**src/hdl/cgi_consts.vh**
```
`ifndef CGI_CONSTS_VH
`define CGI_CONSTS_VH

// register indices; byte address is four times the index
`define CGI_IDX_LIVE      8'h0D
`define CGI_IDX_MASK      8'h0E
`define CGI_IDX_POL       8'h0F
`define CGI_IDX_FLAG      8'h10
`define CGI_IDX_CTL       8'h11
`define CGI_IDX_SYS_STAT  8'h20
`define CGI_IDX_SYS_CLR   8'h21
`define CGI_IDX_SYS_EN    8'h22
`define CGI_ADDR(i)       ((i) << 2)

// source bit positions
`define CGI_BIT_A_LOL     7
`define CGI_BIT_A_LOS     6
`define CGI_BIT_A_CAL     5
`define CGI_BIT_B_LOL     4
`define CGI_BIT_B_LOS     3
`define CGI_BIT_B_CAL     2
`define CGI_BIT_A_SW      1
`define CGI_BIT_B_SW      0

// control register fields
`define CGI_CTL_AND_OR    1
`define CGI_CTL_EN        0

// system status events
`define CGI_EVT_IRQ_RISE  0
`define CGI_EVT_FLAG_SET  1

// reset values
`define CGI_RST_MASK      8'h00
`define CGI_RST_POL       8'h00
`define CGI_RST_FLAG      8'h00
`define CGI_RST_CTL       2'h0
`define CGI_RST_SYS       2'h0

// bus answers
`define CGI_RESP_OKAY     2'h0
`define CGI_RESP_SLVERR   2'h2

`endif

```
**src/hdl/cgi_edge_flags.v**
```verilog
// per-source edge detect and sticky flag
module cgi_edge_flags #(
  parameter WIDTH = 8
) (
  // clock and reset
  input  wire             aclk,
  input  wire             aresetn,
  // control
  input  wire [WIDTH-1:0] live,
  input  wire [WIDTH-1:0] edge_sel,
  input  wire             enable,
  input  wire [WIDTH-1:0] clear,
  // results
  output wire [WIDTH-1:0] flags,
  output wire [WIDTH-1:0] set_evt
);

  genvar g;
  generate
    for (g = 0; g < WIDTH; g = g + 1) begin : g_src
      reg  prev_reg;
      reg  flag_reg;
      wire rise;
      wire fall;
      wire hit;
      assign rise = live[g] & ~prev_reg;
      assign fall = ~live[g] & prev_reg;
      // edges seen while disabled are dropped, not replayed on enable
      assign hit  = enable & (edge_sel[g] ? rise : fall);
      always @(posedge aclk) begin
        if (!aresetn) begin
          prev_reg <= 1'b0;
          flag_reg <= 1'b0;
        end else begin
          prev_reg <= live[g];
          if (hit) begin
            flag_reg <= 1'b1;
          end else if (clear[g]) begin
            flag_reg <= 1'b0;
          end
        end
      end
      assign flags[g]   = flag_reg;
      assign set_evt[g] = hit;
    end
  endgenerate

endmodule // cgi_edge_flags

```
**src/hdl/cgi_src_sync.v**
```verilog
// per-bit three-stage synchroniser; a change is accepted once stages two and three agree
module cgi_src_sync #(
  parameter WIDTH = 8
) (
  // clock and reset
  input  wire             aclk,
  input  wire             aresetn,
  // raw pins and filtered levels
  input  wire [WIDTH-1:0] raw_in,
  output wire [WIDTH-1:0] level_out
);

  genvar g;
  generate
    for (g = 0; g < WIDTH; g = g + 1) begin : g_bit
      reg s1_reg;
      reg s2_reg;
      reg s3_reg;
      reg lvl_reg;
      always @(posedge aclk) begin
        if (!aresetn) begin
          s1_reg  <= 1'b0;
          s2_reg  <= 1'b0;
          s3_reg  <= 1'b0;
          lvl_reg <= 1'b0;
        end else begin
          s1_reg <= raw_in[g];
          s2_reg <= s1_reg;
          s3_reg <= s2_reg;
          // stage one is read only by stage two
          if (s2_reg == s3_reg) begin
            lvl_reg <= s3_reg;
          end
        end
      end
      assign level_out[g] = lvl_reg;
    end
  endgenerate

endmodule // cgi_src_sync

```
**src/hdl/cgi_top.v**
```verilog
// The AXI4-Lite interface to the registers was decided locally.
`include "cgi_consts.vh"

// interrupt logic of a dual pll clock generator, behind an axi4-lite slave
module cgi_top #(
  parameter ADDR_W = 8,
  parameter NSRC   = 8
) (
  // clock and reset
  input  wire              aclk,
  input  wire              aresetn,
  // axi4-lite write address
  input  wire [ADDR_W-1:0] s_axi_awaddr,
  input  wire [2:0]        s_axi_awprot,
  input  wire              s_axi_awvalid,
  output wire              s_axi_awready,
  // axi4-lite write data
  input  wire [31:0]       s_axi_wdata,
  input  wire [3:0]        s_axi_wstrb,
  input  wire              s_axi_wvalid,
  output wire              s_axi_wready,
  // axi4-lite write response
  output wire [1:0]        s_axi_bresp,
  output wire              s_axi_bvalid,
  input  wire              s_axi_bready,
  // axi4-lite read address
  input  wire [ADDR_W-1:0] s_axi_araddr,
  input  wire [2:0]        s_axi_arprot,
  input  wire              s_axi_arvalid,
  output wire              s_axi_arready,
  // axi4-lite read data
  output wire [31:0]       s_axi_rdata,
  output wire [1:0]        s_axi_rresp,
  output wire              s_axi_rvalid,
  input  wire              s_axi_rready,
  // pll status pins
  input  wire              pll_a_lock_lost,
  input  wire              pll_a_input_lost,
  input  wire              pll_a_vco_calibrating,
  input  wire              pll_b_lock_lost,
  input  wire              pll_b_input_lost,
  input  wire              pll_b_vco_calibrating,
  input  wire              pll_a_ref_switch_back,
  input  wire              pll_b_ref_switch_back,
  // interrupts
  output wire              irq_signal,
  output wire              irq
);

  // register state
  reg  [NSRC-1:0]   mask_reg;
  reg  [NSRC-1:0]   pol_reg;
  reg  [1:0]        ctl_reg;
  reg  [1:0]        sys_stat_reg;
  reg  [1:0]        sys_en_reg;
  reg               irq_sig_reg;
  reg               irq_reg;
  // write channel state
  reg               aw_full_reg;
  reg  [ADDR_W-1:0] aw_addr_reg;
  reg               w_full_reg;
  reg  [31:0]       w_data_reg;
  reg  [3:0]        w_strb_reg;
  reg               bvalid_reg;
  reg  [1:0]        bresp_reg;
  // read channel state
  reg               rvalid_reg;
  reg  [31:0]       rdata_reg;
  reg  [1:0]        rresp_reg;
  reg  [31:0]       rdata_next;
  reg  [1:0]        rresp_next;
  reg  [1:0]        bresp_next;

  wire [NSRC-1:0]   raw_src;
  wire [NSRC-1:0]   sync_src;
  wire [NSRC-1:0]   live;
  wire [NSRC-1:0]   flags;
  wire [NSRC-1:0]   set_evt;
  wire [NSRC-1:0]   flag_clr;
  wire [NSRC-1:0]   unmasked;
  wire              do_write;
  wire              wr_lane0;
  wire              combined;
  wire              irq_en;
  wire              and_mode;
  wire [1:0]        sys_evt;
  wire [1:0]        sys_clr;
  wire              do_read;
  wire              wsel_mask;
  wire              wsel_pol;
  wire              wsel_flag;
  wire              wsel_ctl;
  wire              wsel_sclr;
  wire              wsel_sen;
  wire              all_masked;
  wire              and_hit;
  wire              or_hit;

  // byte addresses held at the bus width, so decodes compare equal widths
  localparam [ADDR_W-1:0] ADR_LIVE = `CGI_ADDR(`CGI_IDX_LIVE);
  localparam [ADDR_W-1:0] ADR_MASK = `CGI_ADDR(`CGI_IDX_MASK);
  localparam [ADDR_W-1:0] ADR_POL  = `CGI_ADDR(`CGI_IDX_POL);
  localparam [ADDR_W-1:0] ADR_FLAG = `CGI_ADDR(`CGI_IDX_FLAG);
  localparam [ADDR_W-1:0] ADR_CTL  = `CGI_ADDR(`CGI_IDX_CTL);
  localparam [ADDR_W-1:0] ADR_STAT = `CGI_ADDR(`CGI_IDX_SYS_STAT);
  localparam [ADDR_W-1:0] ADR_SCLR = `CGI_ADDR(`CGI_IDX_SYS_CLR);
  localparam [ADDR_W-1:0] ADR_SEN  = `CGI_ADDR(`CGI_IDX_SYS_EN);

  // source order shared by every per-source register
  assign raw_src[`CGI_BIT_A_LOL] = pll_a_lock_lost;
  assign raw_src[`CGI_BIT_A_LOS] = pll_a_input_lost;
  assign raw_src[`CGI_BIT_A_CAL] = pll_a_vco_calibrating;
  assign raw_src[`CGI_BIT_B_LOL] = pll_b_lock_lost;
  assign raw_src[`CGI_BIT_B_LOS] = pll_b_input_lost;
  assign raw_src[`CGI_BIT_B_CAL] = pll_b_vco_calibrating;
  assign raw_src[`CGI_BIT_A_SW]  = pll_a_ref_switch_back;
  assign raw_src[`CGI_BIT_B_SW]  = pll_b_ref_switch_back;

  cgi_src_sync #(
    .WIDTH     (NSRC)
  ) u_sync (
    .aclk      (aclk),
    .aresetn   (aresetn),
    .raw_in    (raw_src),
    .level_out (sync_src)
  );

  // live status never depends on the enable bit
  // an input loss also drops lock, so the lock loss bit is suppressed then
  assign live[`CGI_BIT_A_LOL] = sync_src[`CGI_BIT_A_LOL] & ~sync_src[`CGI_BIT_A_LOS];
  assign live[`CGI_BIT_B_LOL] = sync_src[`CGI_BIT_B_LOL] & ~sync_src[`CGI_BIT_B_LOS];
  assign live[`CGI_BIT_A_LOS] = sync_src[`CGI_BIT_A_LOS];
  assign live[`CGI_BIT_A_CAL] = sync_src[`CGI_BIT_A_CAL];
  assign live[`CGI_BIT_B_LOS] = sync_src[`CGI_BIT_B_LOS];
  assign live[`CGI_BIT_B_CAL] = sync_src[`CGI_BIT_B_CAL];
  assign live[`CGI_BIT_A_SW]  = sync_src[`CGI_BIT_A_SW];
  assign live[`CGI_BIT_B_SW]  = sync_src[`CGI_BIT_B_SW];

  assign irq_en   = ctl_reg[`CGI_CTL_EN];
  assign and_mode = ctl_reg[`CGI_CTL_AND_OR];

  // write path: address and data taken in either order, applied together
  assign s_axi_awready = ~aw_full_reg;
  assign s_axi_wready  = ~w_full_reg;
  assign do_write      = aw_full_reg & w_full_reg & ~bvalid_reg;
  assign wr_lane0      = do_write & w_strb_reg[0];
  assign s_axi_bvalid  = bvalid_reg;
  assign s_axi_bresp   = bresp_reg;

  // one select per written register keeps the decode in one place
  assign wsel_mask = (aw_addr_reg == ADR_MASK);
  assign wsel_pol  = (aw_addr_reg == ADR_POL);
  assign wsel_flag = (aw_addr_reg == ADR_FLAG);
  assign wsel_ctl  = (aw_addr_reg == ADR_CTL);
  assign wsel_sclr = (aw_addr_reg == ADR_SCLR);
  assign wsel_sen  = (aw_addr_reg == ADR_SEN);

  // a written zero clears, a written one leaves the flag alone
  assign flag_clr = (wr_lane0 && wsel_flag) ?
                    ~w_data_reg[NSRC-1:0] : {NSRC{1'b0}};

  cgi_edge_flags #(
    .WIDTH    (NSRC)
  ) u_flags (
    .aclk     (aclk),
    .aresetn  (aresetn),
    .live     (live),
    .edge_sel (pol_reg),
    .enable   (irq_en),
    .clear    (flag_clr),
    .flags    (flags),
    .set_evt  (set_evt)
  );

  // combination; and mode with every source masked stays low
  assign unmasked   = flags & ~mask_reg;
  assign all_masked = &mask_reg;
  // an and over no sources would fire by itself, hence the extra term
  assign and_hit    = &(flags | mask_reg) & ~all_masked;
  assign or_hit     = |unmasked;
  assign combined   = irq_en & (and_mode ? and_hit : or_hit);

  always @* begin
    case (aw_addr_reg)
      ADR_LIVE,
      ADR_MASK,
      ADR_POL,
      ADR_FLAG,
      ADR_CTL,
      ADR_STAT,
      ADR_SCLR,
      ADR_SEN: bresp_next = `CGI_RESP_OKAY;
      default: bresp_next = `CGI_RESP_SLVERR;
    endcase
  end

  always @(posedge aclk) begin
    if (!aresetn) begin
      aw_full_reg <= 1'b0;
      aw_addr_reg <= {ADDR_W{1'b0}};
      w_full_reg  <= 1'b0;
      w_data_reg  <= 32'h00000000;
      w_strb_reg  <= 4'h0;
      bvalid_reg  <= 1'b0;
      bresp_reg   <= `CGI_RESP_OKAY;
      mask_reg    <= `CGI_RST_MASK;
      pol_reg     <= `CGI_RST_POL;
      ctl_reg     <= `CGI_RST_CTL;
      sys_en_reg  <= `CGI_RST_SYS;
    end else begin
      if (s_axi_awvalid && !aw_full_reg) begin
        aw_full_reg <= 1'b1;
        aw_addr_reg <= s_axi_awaddr;
      end
      if (s_axi_wvalid && !w_full_reg) begin
        w_full_reg <= 1'b1;
        w_data_reg <= s_axi_wdata;
        w_strb_reg <= s_axi_wstrb;
      end
      if (do_write) begin
        aw_full_reg <= 1'b0;
        w_full_reg  <= 1'b0;
        bvalid_reg  <= 1'b1;
        bresp_reg   <= bresp_next;
      end else if (bvalid_reg && s_axi_bready) begin
        bvalid_reg <= 1'b0;
      end
      // writes to read-only or unmapped words are answered and dropped
      if (wr_lane0 && wsel_mask) begin
        mask_reg <= w_data_reg[NSRC-1:0];
      end
      if (wr_lane0 && wsel_pol) begin
        pol_reg <= w_data_reg[NSRC-1:0];
      end
      if (wr_lane0 && wsel_ctl) begin
        ctl_reg <= w_data_reg[1:0];
      end
      if (wr_lane0 && wsel_sen) begin
        sys_en_reg <= w_data_reg[1:0];
      end
    end
  end

  // system event register: set beats a same-cycle write-one clear
  assign sys_evt[`CGI_EVT_IRQ_RISE] = combined & ~irq_sig_reg;
  assign sys_evt[`CGI_EVT_FLAG_SET] = |set_evt;
  assign sys_clr = (wr_lane0 && wsel_sclr) ?
                   w_data_reg[1:0] : 2'h0;

  always @(posedge aclk) begin
    if (!aresetn) begin
      sys_stat_reg <= `CGI_RST_SYS;
      irq_sig_reg  <= 1'b0;
      irq_reg      <= 1'b0;
    end else begin
      sys_stat_reg <= sys_evt | (sys_stat_reg & ~sys_clr);
      irq_sig_reg  <= combined;
      irq_reg      <= |(sys_stat_reg & sys_en_reg);
    end
  end

  assign irq_signal = irq_sig_reg;
  assign irq        = irq_reg;

  // read path: one cycle from address to data
  assign do_read       = s_axi_arvalid & ~rvalid_reg;
  assign s_axi_arready = ~rvalid_reg;
  assign s_axi_rvalid  = rvalid_reg;
  assign s_axi_rdata   = rdata_reg;
  assign s_axi_rresp   = rresp_reg;

  always @* begin
    rdata_next = 32'h00000000;
    rresp_next = `CGI_RESP_OKAY;
    case (s_axi_araddr)
      ADR_LIVE: rdata_next[NSRC-1:0] = live;
      ADR_MASK: rdata_next[NSRC-1:0] = mask_reg;
      ADR_POL:  rdata_next[NSRC-1:0] = pol_reg;
      ADR_FLAG: rdata_next[NSRC-1:0] = flags;
      ADR_CTL:  rdata_next[1:0]      = ctl_reg;
      ADR_STAT: rdata_next[1:0]      = sys_stat_reg;
      ADR_SCLR: rdata_next           = 32'h00000000;
      ADR_SEN:  rdata_next[1:0]      = sys_en_reg;
      default:  rresp_next           = `CGI_RESP_SLVERR;
    endcase
  end

  always @(posedge aclk) begin
    if (!aresetn) begin
      rvalid_reg <= 1'b0;
      rdata_reg  <= 32'h00000000;
      rresp_reg  <= `CGI_RESP_OKAY;
    end else begin
      if (do_read) begin
        rvalid_reg <= 1'b1;
        rdata_reg  <= rdata_next;
        rresp_reg  <= rresp_next;
      end else if (rvalid_reg && s_axi_rready) begin
        rvalid_reg <= 1'b0;
      end
    end
  end

endmodule // cgi_top

```
**config.mk**
```make
export PLATFORM = sky130hd
export DESIGN_NAME = cgi_top
export DESIGN_NICKNAME = d
export VERILOG_FILES = /design/src/hdl/cgi_edge_flags.v /design/src/hdl/cgi_src_sync.v /design/src/hdl/cgi_top.v
export VERILOG_INCLUDE_DIRS = /design/src /design/src/hdl
export SDC_FILE = /design/constraint.sdc
export NUM_CORES = 1
export LEC_CHECK = 0
export ABC_AREA = 0
export BUFFER_PORTS_ARGS = -buffer_cell sky130_fd_sc_hd__buf_2
export CORE_MARGIN = 3
export CORE_UTILIZATION = 53
export CTS_CLUSTER_SIZE = 24
export DETAILED_ROUTE_END_ITERATION = 8
export GPL_ROUTABILITY_DRIVEN = 0
export PLACE_DENSITY_LB_ADDON = 0.05
export REMOVE_ABC_BUFFERS = 1
export SYNTH_ARGS = -nofsm -noshare
export SYNTH_HDL_FRONTEND = slang
export SYNTH_SLANG_ARGS = --single-unit
```
**constraint.sdc**
```tcl
create_clock -name aclk -period 2.2 [get_ports aclk]
set_input_delay 0.11 -clock aclk [delete_from_list [all_inputs] [get_ports aclk]]
set_output_delay 0.11 -clock aclk [all_outputs]
set_load 0.02 [all_outputs]
```
# Word-level counts from Yosys, hierarchy flattened
# Cells that the tools add are included.
# totals
regBits,105
latchBits,0
ram_bits,0
rom_bits,0
input_bits,73
out_inout_bits,43
wordCells,218
mem_count,0
# op_classes
n_addsub,0
multipliers,0
n_div,0
n_lt_le_gt_ge,0
eq_ne,24
n_shift,0
n_mux,35
bitwise,64
reduce_logical,30
# op_table
operator,count
8-bit by 6-bit == test with 1-bit output (second input constant),6
8-bit == test (second input constant),6
1-bit AND,33
8-bit by 7-bit == test with 1-bit output (second input constant),4
8-bit OR reduction,4
1-bit 2-to-1 mux,29
6-bit case mux with 4 select lines,1
1-bit inverter,23
2-bit nonzero test,10
8-bit inverter,2
8-bit AND reduction,2
2-bit case mux with 7 select lines,1
1-bit logical AND,10
8-bit AND,1
1-bit == test,8
8-bit 2-to-1 mux,1
8-bit bitwise OR,1
2-bit 2-to-1 mux,3
2-bit AND,2
2-bit OR reduction,2
1-bit zero test,2
2-bit inverter,1
2-bit bitwise OR,1

# Depth between registers and ports, before layout
# depth
depth_word,8
mapped_depth,6
ltp_nobuf,4

# Hierarchy
# From an unflattened synthesis, not the netlist that was laid out.
# unflattened
cells_unflattened,521
hier_area_um2,4839.6
# by_module_without_submodules
mod,instances,cells_per_inst,area_per_inst_um2,seq_area_each_um2
cgi_top,1,348,3015.4,1101.1
cgi_src_sync,1,91,1021.0,640.6
cgi_edge_flags,1,82,803.3,320.3

# Least setup slack after synthesis
# Ideal clock, no wire load.
# synth_timing
kind,register to register
startpoint,reg aw_addr_reg[3]
endpoint,reg u_flags.g_src[5].flag_reg
setup_ns,0.115
t_arrival_ns,1.408
required_time_ns,2.085
setup_slack_ns,0.677
stages_incl_launch_ff,6
n_path_buf,1
synth_period_minus_slack_ns,1.523
cell_sequence,dfxtp_1 clkbuf_1 nor3b_1 nand4_1 o21a_1 o21a_1
# synth_via
elab_chain_cells,4
# synth_rtl
element,line_no,rtl
start: declaration,cgi_top.v:60,reg [ADDR_W-1:0] aw_addr_reg;
start signal: assignment,cgi_top.v:200,aw_addr_reg <= {ADDR_W{1'b0}};
start signal: assignment,cgi_top.v:213,aw_addr_reg <= s_axi_awaddr;
8-bit by 7-bit == test with 1-bit output,cgi_top.v:153,assign wsel_flag = (aw_addr_reg == ADR_FLAG);
1-bit logical AND,cgi_top.v:159,assign flag_clr = (wr_lane0 && wsel_flag) ?
8-bit 2-to-1 mux,cgi_top.v:159,
2-bit nonzero test (no line),--,
end signal: assignment,cgi_edge_flags.v:33,flag_reg <= 1'b0;
end signal: assignment,cgi_edge_flags.v:37,flag_reg <= 1'b1;
end signal: assignment,cgi_edge_flags.v:39,flag_reg <= 1'b0;
end: declaration,cgi_edge_flags.v:22,reg flag_reg;
# No other way between the ends.
# A chain may end at the register's enable or synchronous reset.

# Worst setup path after layout
# layout_timing
startpoint,reg aw_addr_reg[0]
endpoint,reg u_flags.g_src[5].flag_reg
# The elaborated chain is that of the path after synthesis.

==> results.cfg <==
[power_and_ir_drop]
p_seq_frac = 0.568
max-vdd-ir-drop_v = 0.000368
power.share.clock = 0.341
p_int_mw = 2.48
power.switching_mw = 0.945
power_density_mw_per_mm2 = 655
p_comb_frac = 0.091
switching_share = 0.276
leakage_nw = 2.20

[clock_network]
clk_pin_slew_ns = 0.11
clock_latency_ns = 0.38
clkSinkCount = 103
numCtsBuffers = 9
cts_root_buf = clkbuf_8
cts_setup_buffers = 0
htreeDepth = 3
post_cts_resized = 0
cts_tree = yes
cts_max_path_buffers = 2

[grt]
grt_max_degree = 59
grt_overflow = 0
grt_pass1_wl_um = 16700
antenna_found_initial = 0
grt_util_all_layers = 0.212
grt_pass1_vias = 3458

[floorplan]
num_rows = 32
die_area_mm2 = 0.00963
start_util = 0.565
core_area_mm2 = 0.00797
die_w_um = 98.1
num_io_pins = 116
dieHeight_um = 98.1

[drt]
drtIter0Drc = 221
drc = 0
wire_per_inst_um = 14.8
finalWirelength_um = 9960
routed_via_density = 5.47
ant_nets = 0
first_pass_iters = 5
num_vias = 3673

[yosys]
synth_seq_cells = 103
ys_seq_area_frac = 0.458
ys_types = 62
yosys_warnings = 0
synth_top_cell_by_area = dfxtp_1
synth_top_area_share = 0.458
synthFlopType = dfxtp_1
synth_area_per_cell_um2 = 9.24
syn-cell-area_mm2 = 0.00450
synthCells = 487
synth_edf_count = 0
async_flop_share = 0
ys_top_cells_by_area = dfxtp_1, mux2i_1, buf_4, and2_1, nor2_1

[setup_path]
max_stage_delay_ns = 0.48
reg2reg_from = aw_addr_reg[0]
crit_family = simple AND/OR/NAND/NOR gates
reg2reg_setup_slack_ns = 0.34
critPathRequiredTime_ns = 2.48
crit_type = flop to flop
crit_fanout = 8
worstSetupStartpointType = flop
r2r-end = u_flags.g_src[5].flag_reg
reg2reg_depth = 4
end_kind = flop
cp.arrival_ns = 2.14
cp_cell_sequence = nor4b_2 > nand4_1 > o21a_1 > o21a_1
cp_slowest_cell = nand4_1
cp_common_cell = o21a_1
path_buf_inv = 0
cp.depth = 4

[sta]
period_share = 0.846
rsz0062_at_grt = false
tightestPinTransition_ns = 0.782
drv_slew = 0
fmax_mhz = 537
hold_viol = 0
max_slew_margin = 0.465
skew_ns = 0.0140
layout_min_cycle_time_ns = 1.86
final.setup.tns_ns = 0
final-setup-viol-count = 0

[finish]
syn_to_final_growth_pct = 16.4
fin_nets = 637
regArea_mm2 = 0.00206
antenna_cells = 0
final_common_cell = dfxtp_1
final.fill_count = 652
design_area_mm2 = 0.00524
final_layout_size_suffix_gt1_frac = 0.153
multi_input_area_mm2 = 0.00220
mostFrequentLayoutCells = dfxtp_1, buf_2, nor2_1

[hold_path]
hold_path.class = primary input to flop
holdPathStages = 4
hold_start = s_axi_bready
hold_path_end = s_axi_bvalid

[place]
postPlaceCellArea_mm2 = 0.00475
placement.io_buffers = 56
dp_hpwl_um = 6940

[run_status]
status = completed

[job]
maxCapViolations = 0
[how the worst max path moves through the flow]
stage / slack, ns / to / start
6_report: 0.34 / u_flags.g_src[5].flag_reg / aw_addr_reg[0]
5_1_grt: 0.20 / s_axi_rdata[6] / s_axi_rvalid
4_1_cts: 0.35 / u_flags.g_src[5].flag_reg / aw_addr_reg[0]
3_5_place_dp: 0.37 / u_flags.g_src[5].flag_reg / aw_addr_reg[0]
3_3_place_gp: 0.41 / u_flags.g_src[5].flag_reg / aw_addr_reg[6]
2_1_floorplan: 0.67 / u_flags.g_src[5].flag_reg / s_axi_bvalid
[final cells by class]
type                       instances  area share
multi-input combinational        349       0.420
sequential                       103       0.394
inverter                          13     0.00932
clock inverter                     7      0.0158
tap                              102      0.0244
clock buffer                       9      0.0237
timing repair buffer              88       0.113
[power by group through the flow]
stage	Combinational [mW]	Sequential, mW	Clock (mW)
floorplan	0.166	1.98	0
global placement	0.267	1.99	0
detailed placement	0.272	1.99	0
CTS	0.311	1.95	1.20
global route	0.345	1.96	1.28
finish	0.311	1.95	1.17
[layer usage]
layer | GRT usage | vias up | part of all wire
met5 | 0 | - | 0
met4 | 0.0820 | 0 | 0.010
met3 | 0.0579 | 8 | 0.078
met2 | 0.318 | 137 | 0.45
met1 | 0.290 | 1682 | 0.46
li1 | - | 1846 | -
[kinds of logic (layout without fill, tap and decap cells)]
kind of cell / count (synthesis) / count (layout) / synth area share
AOI/OAI and AO/OA: 107 / 107 / 0.157
xor gates and xnor gates: 1 / 1 / 0.00195
buffers and inverters: 60 / 117 / 0.0734
DFF: 103 / 103 / 0.458
muxes: 33 / 33 / 0.0740
other: 1 / 26 / 0.000834
and+or+nand+nor: 182 / 182 / 0.234
[cell usage after synthesis, types with 3 or more instances]
cell       number
o21a_1          3
o21ai_0        16
buf_2           6
a32oi_1         3
nor2_1         43
nand4_1         5
nor2b_1         7
nand3b_1        3
and4bb_1        3
inv_1          12
o22ai_1         5
o311ai_1        3
clkbuf_1       14
o21ai_1         9
dfxtp_1       103
a22oi_1        12
and3b_1         6
o221ai_1        6
buf_4          26
a21oi_1        29
nand2_1        39
nor3_1          6
nor4b_1         4
a2111oi_0       3
nand2b_1        9
and2_1         31
mux2i_1        31
nor3b_1         6
[stage by stage]
| step | hold WS [ns] | utilization | setup WS (ns) | std cells | power [mW] |
|---|---|---|---|---|---|
| finish | 0.0305 | 0.657 | 0.338 | 671 | 3.43 |
| global route | 0.0321 | 0.657 | 0.198 | 671 | 3.58 |
| detailed placement | 0.320 | 0.596 | 0.365 | 627 | 2.27 |
| CTS | 0.0176 | 0.657 | 0.352 | 671 | 3.46 |
| floorplan | 0.226 | - | 0.674 | 465 | 2.15 |
| global placement | 0.314 | 0.596 | 0.414 | 627 | 2.26 |
[worst reg2reg max path, delay by kind of cell, from the launching register on]
kind             cells  cell delay, ns
AO/OA/AOI/OAI        2            0.49
flip-flops           1            0.35
AND/OR/NAND/NOR      2            0.94
[what timing repair did]
item                                   in CTS  in global routing
setup endpoints to repair                   0                  0
hold buffers                               28                  0
endpoints found under the hold margin      28                  0
No activity file was read; power rests on OpenSTA's default activity.
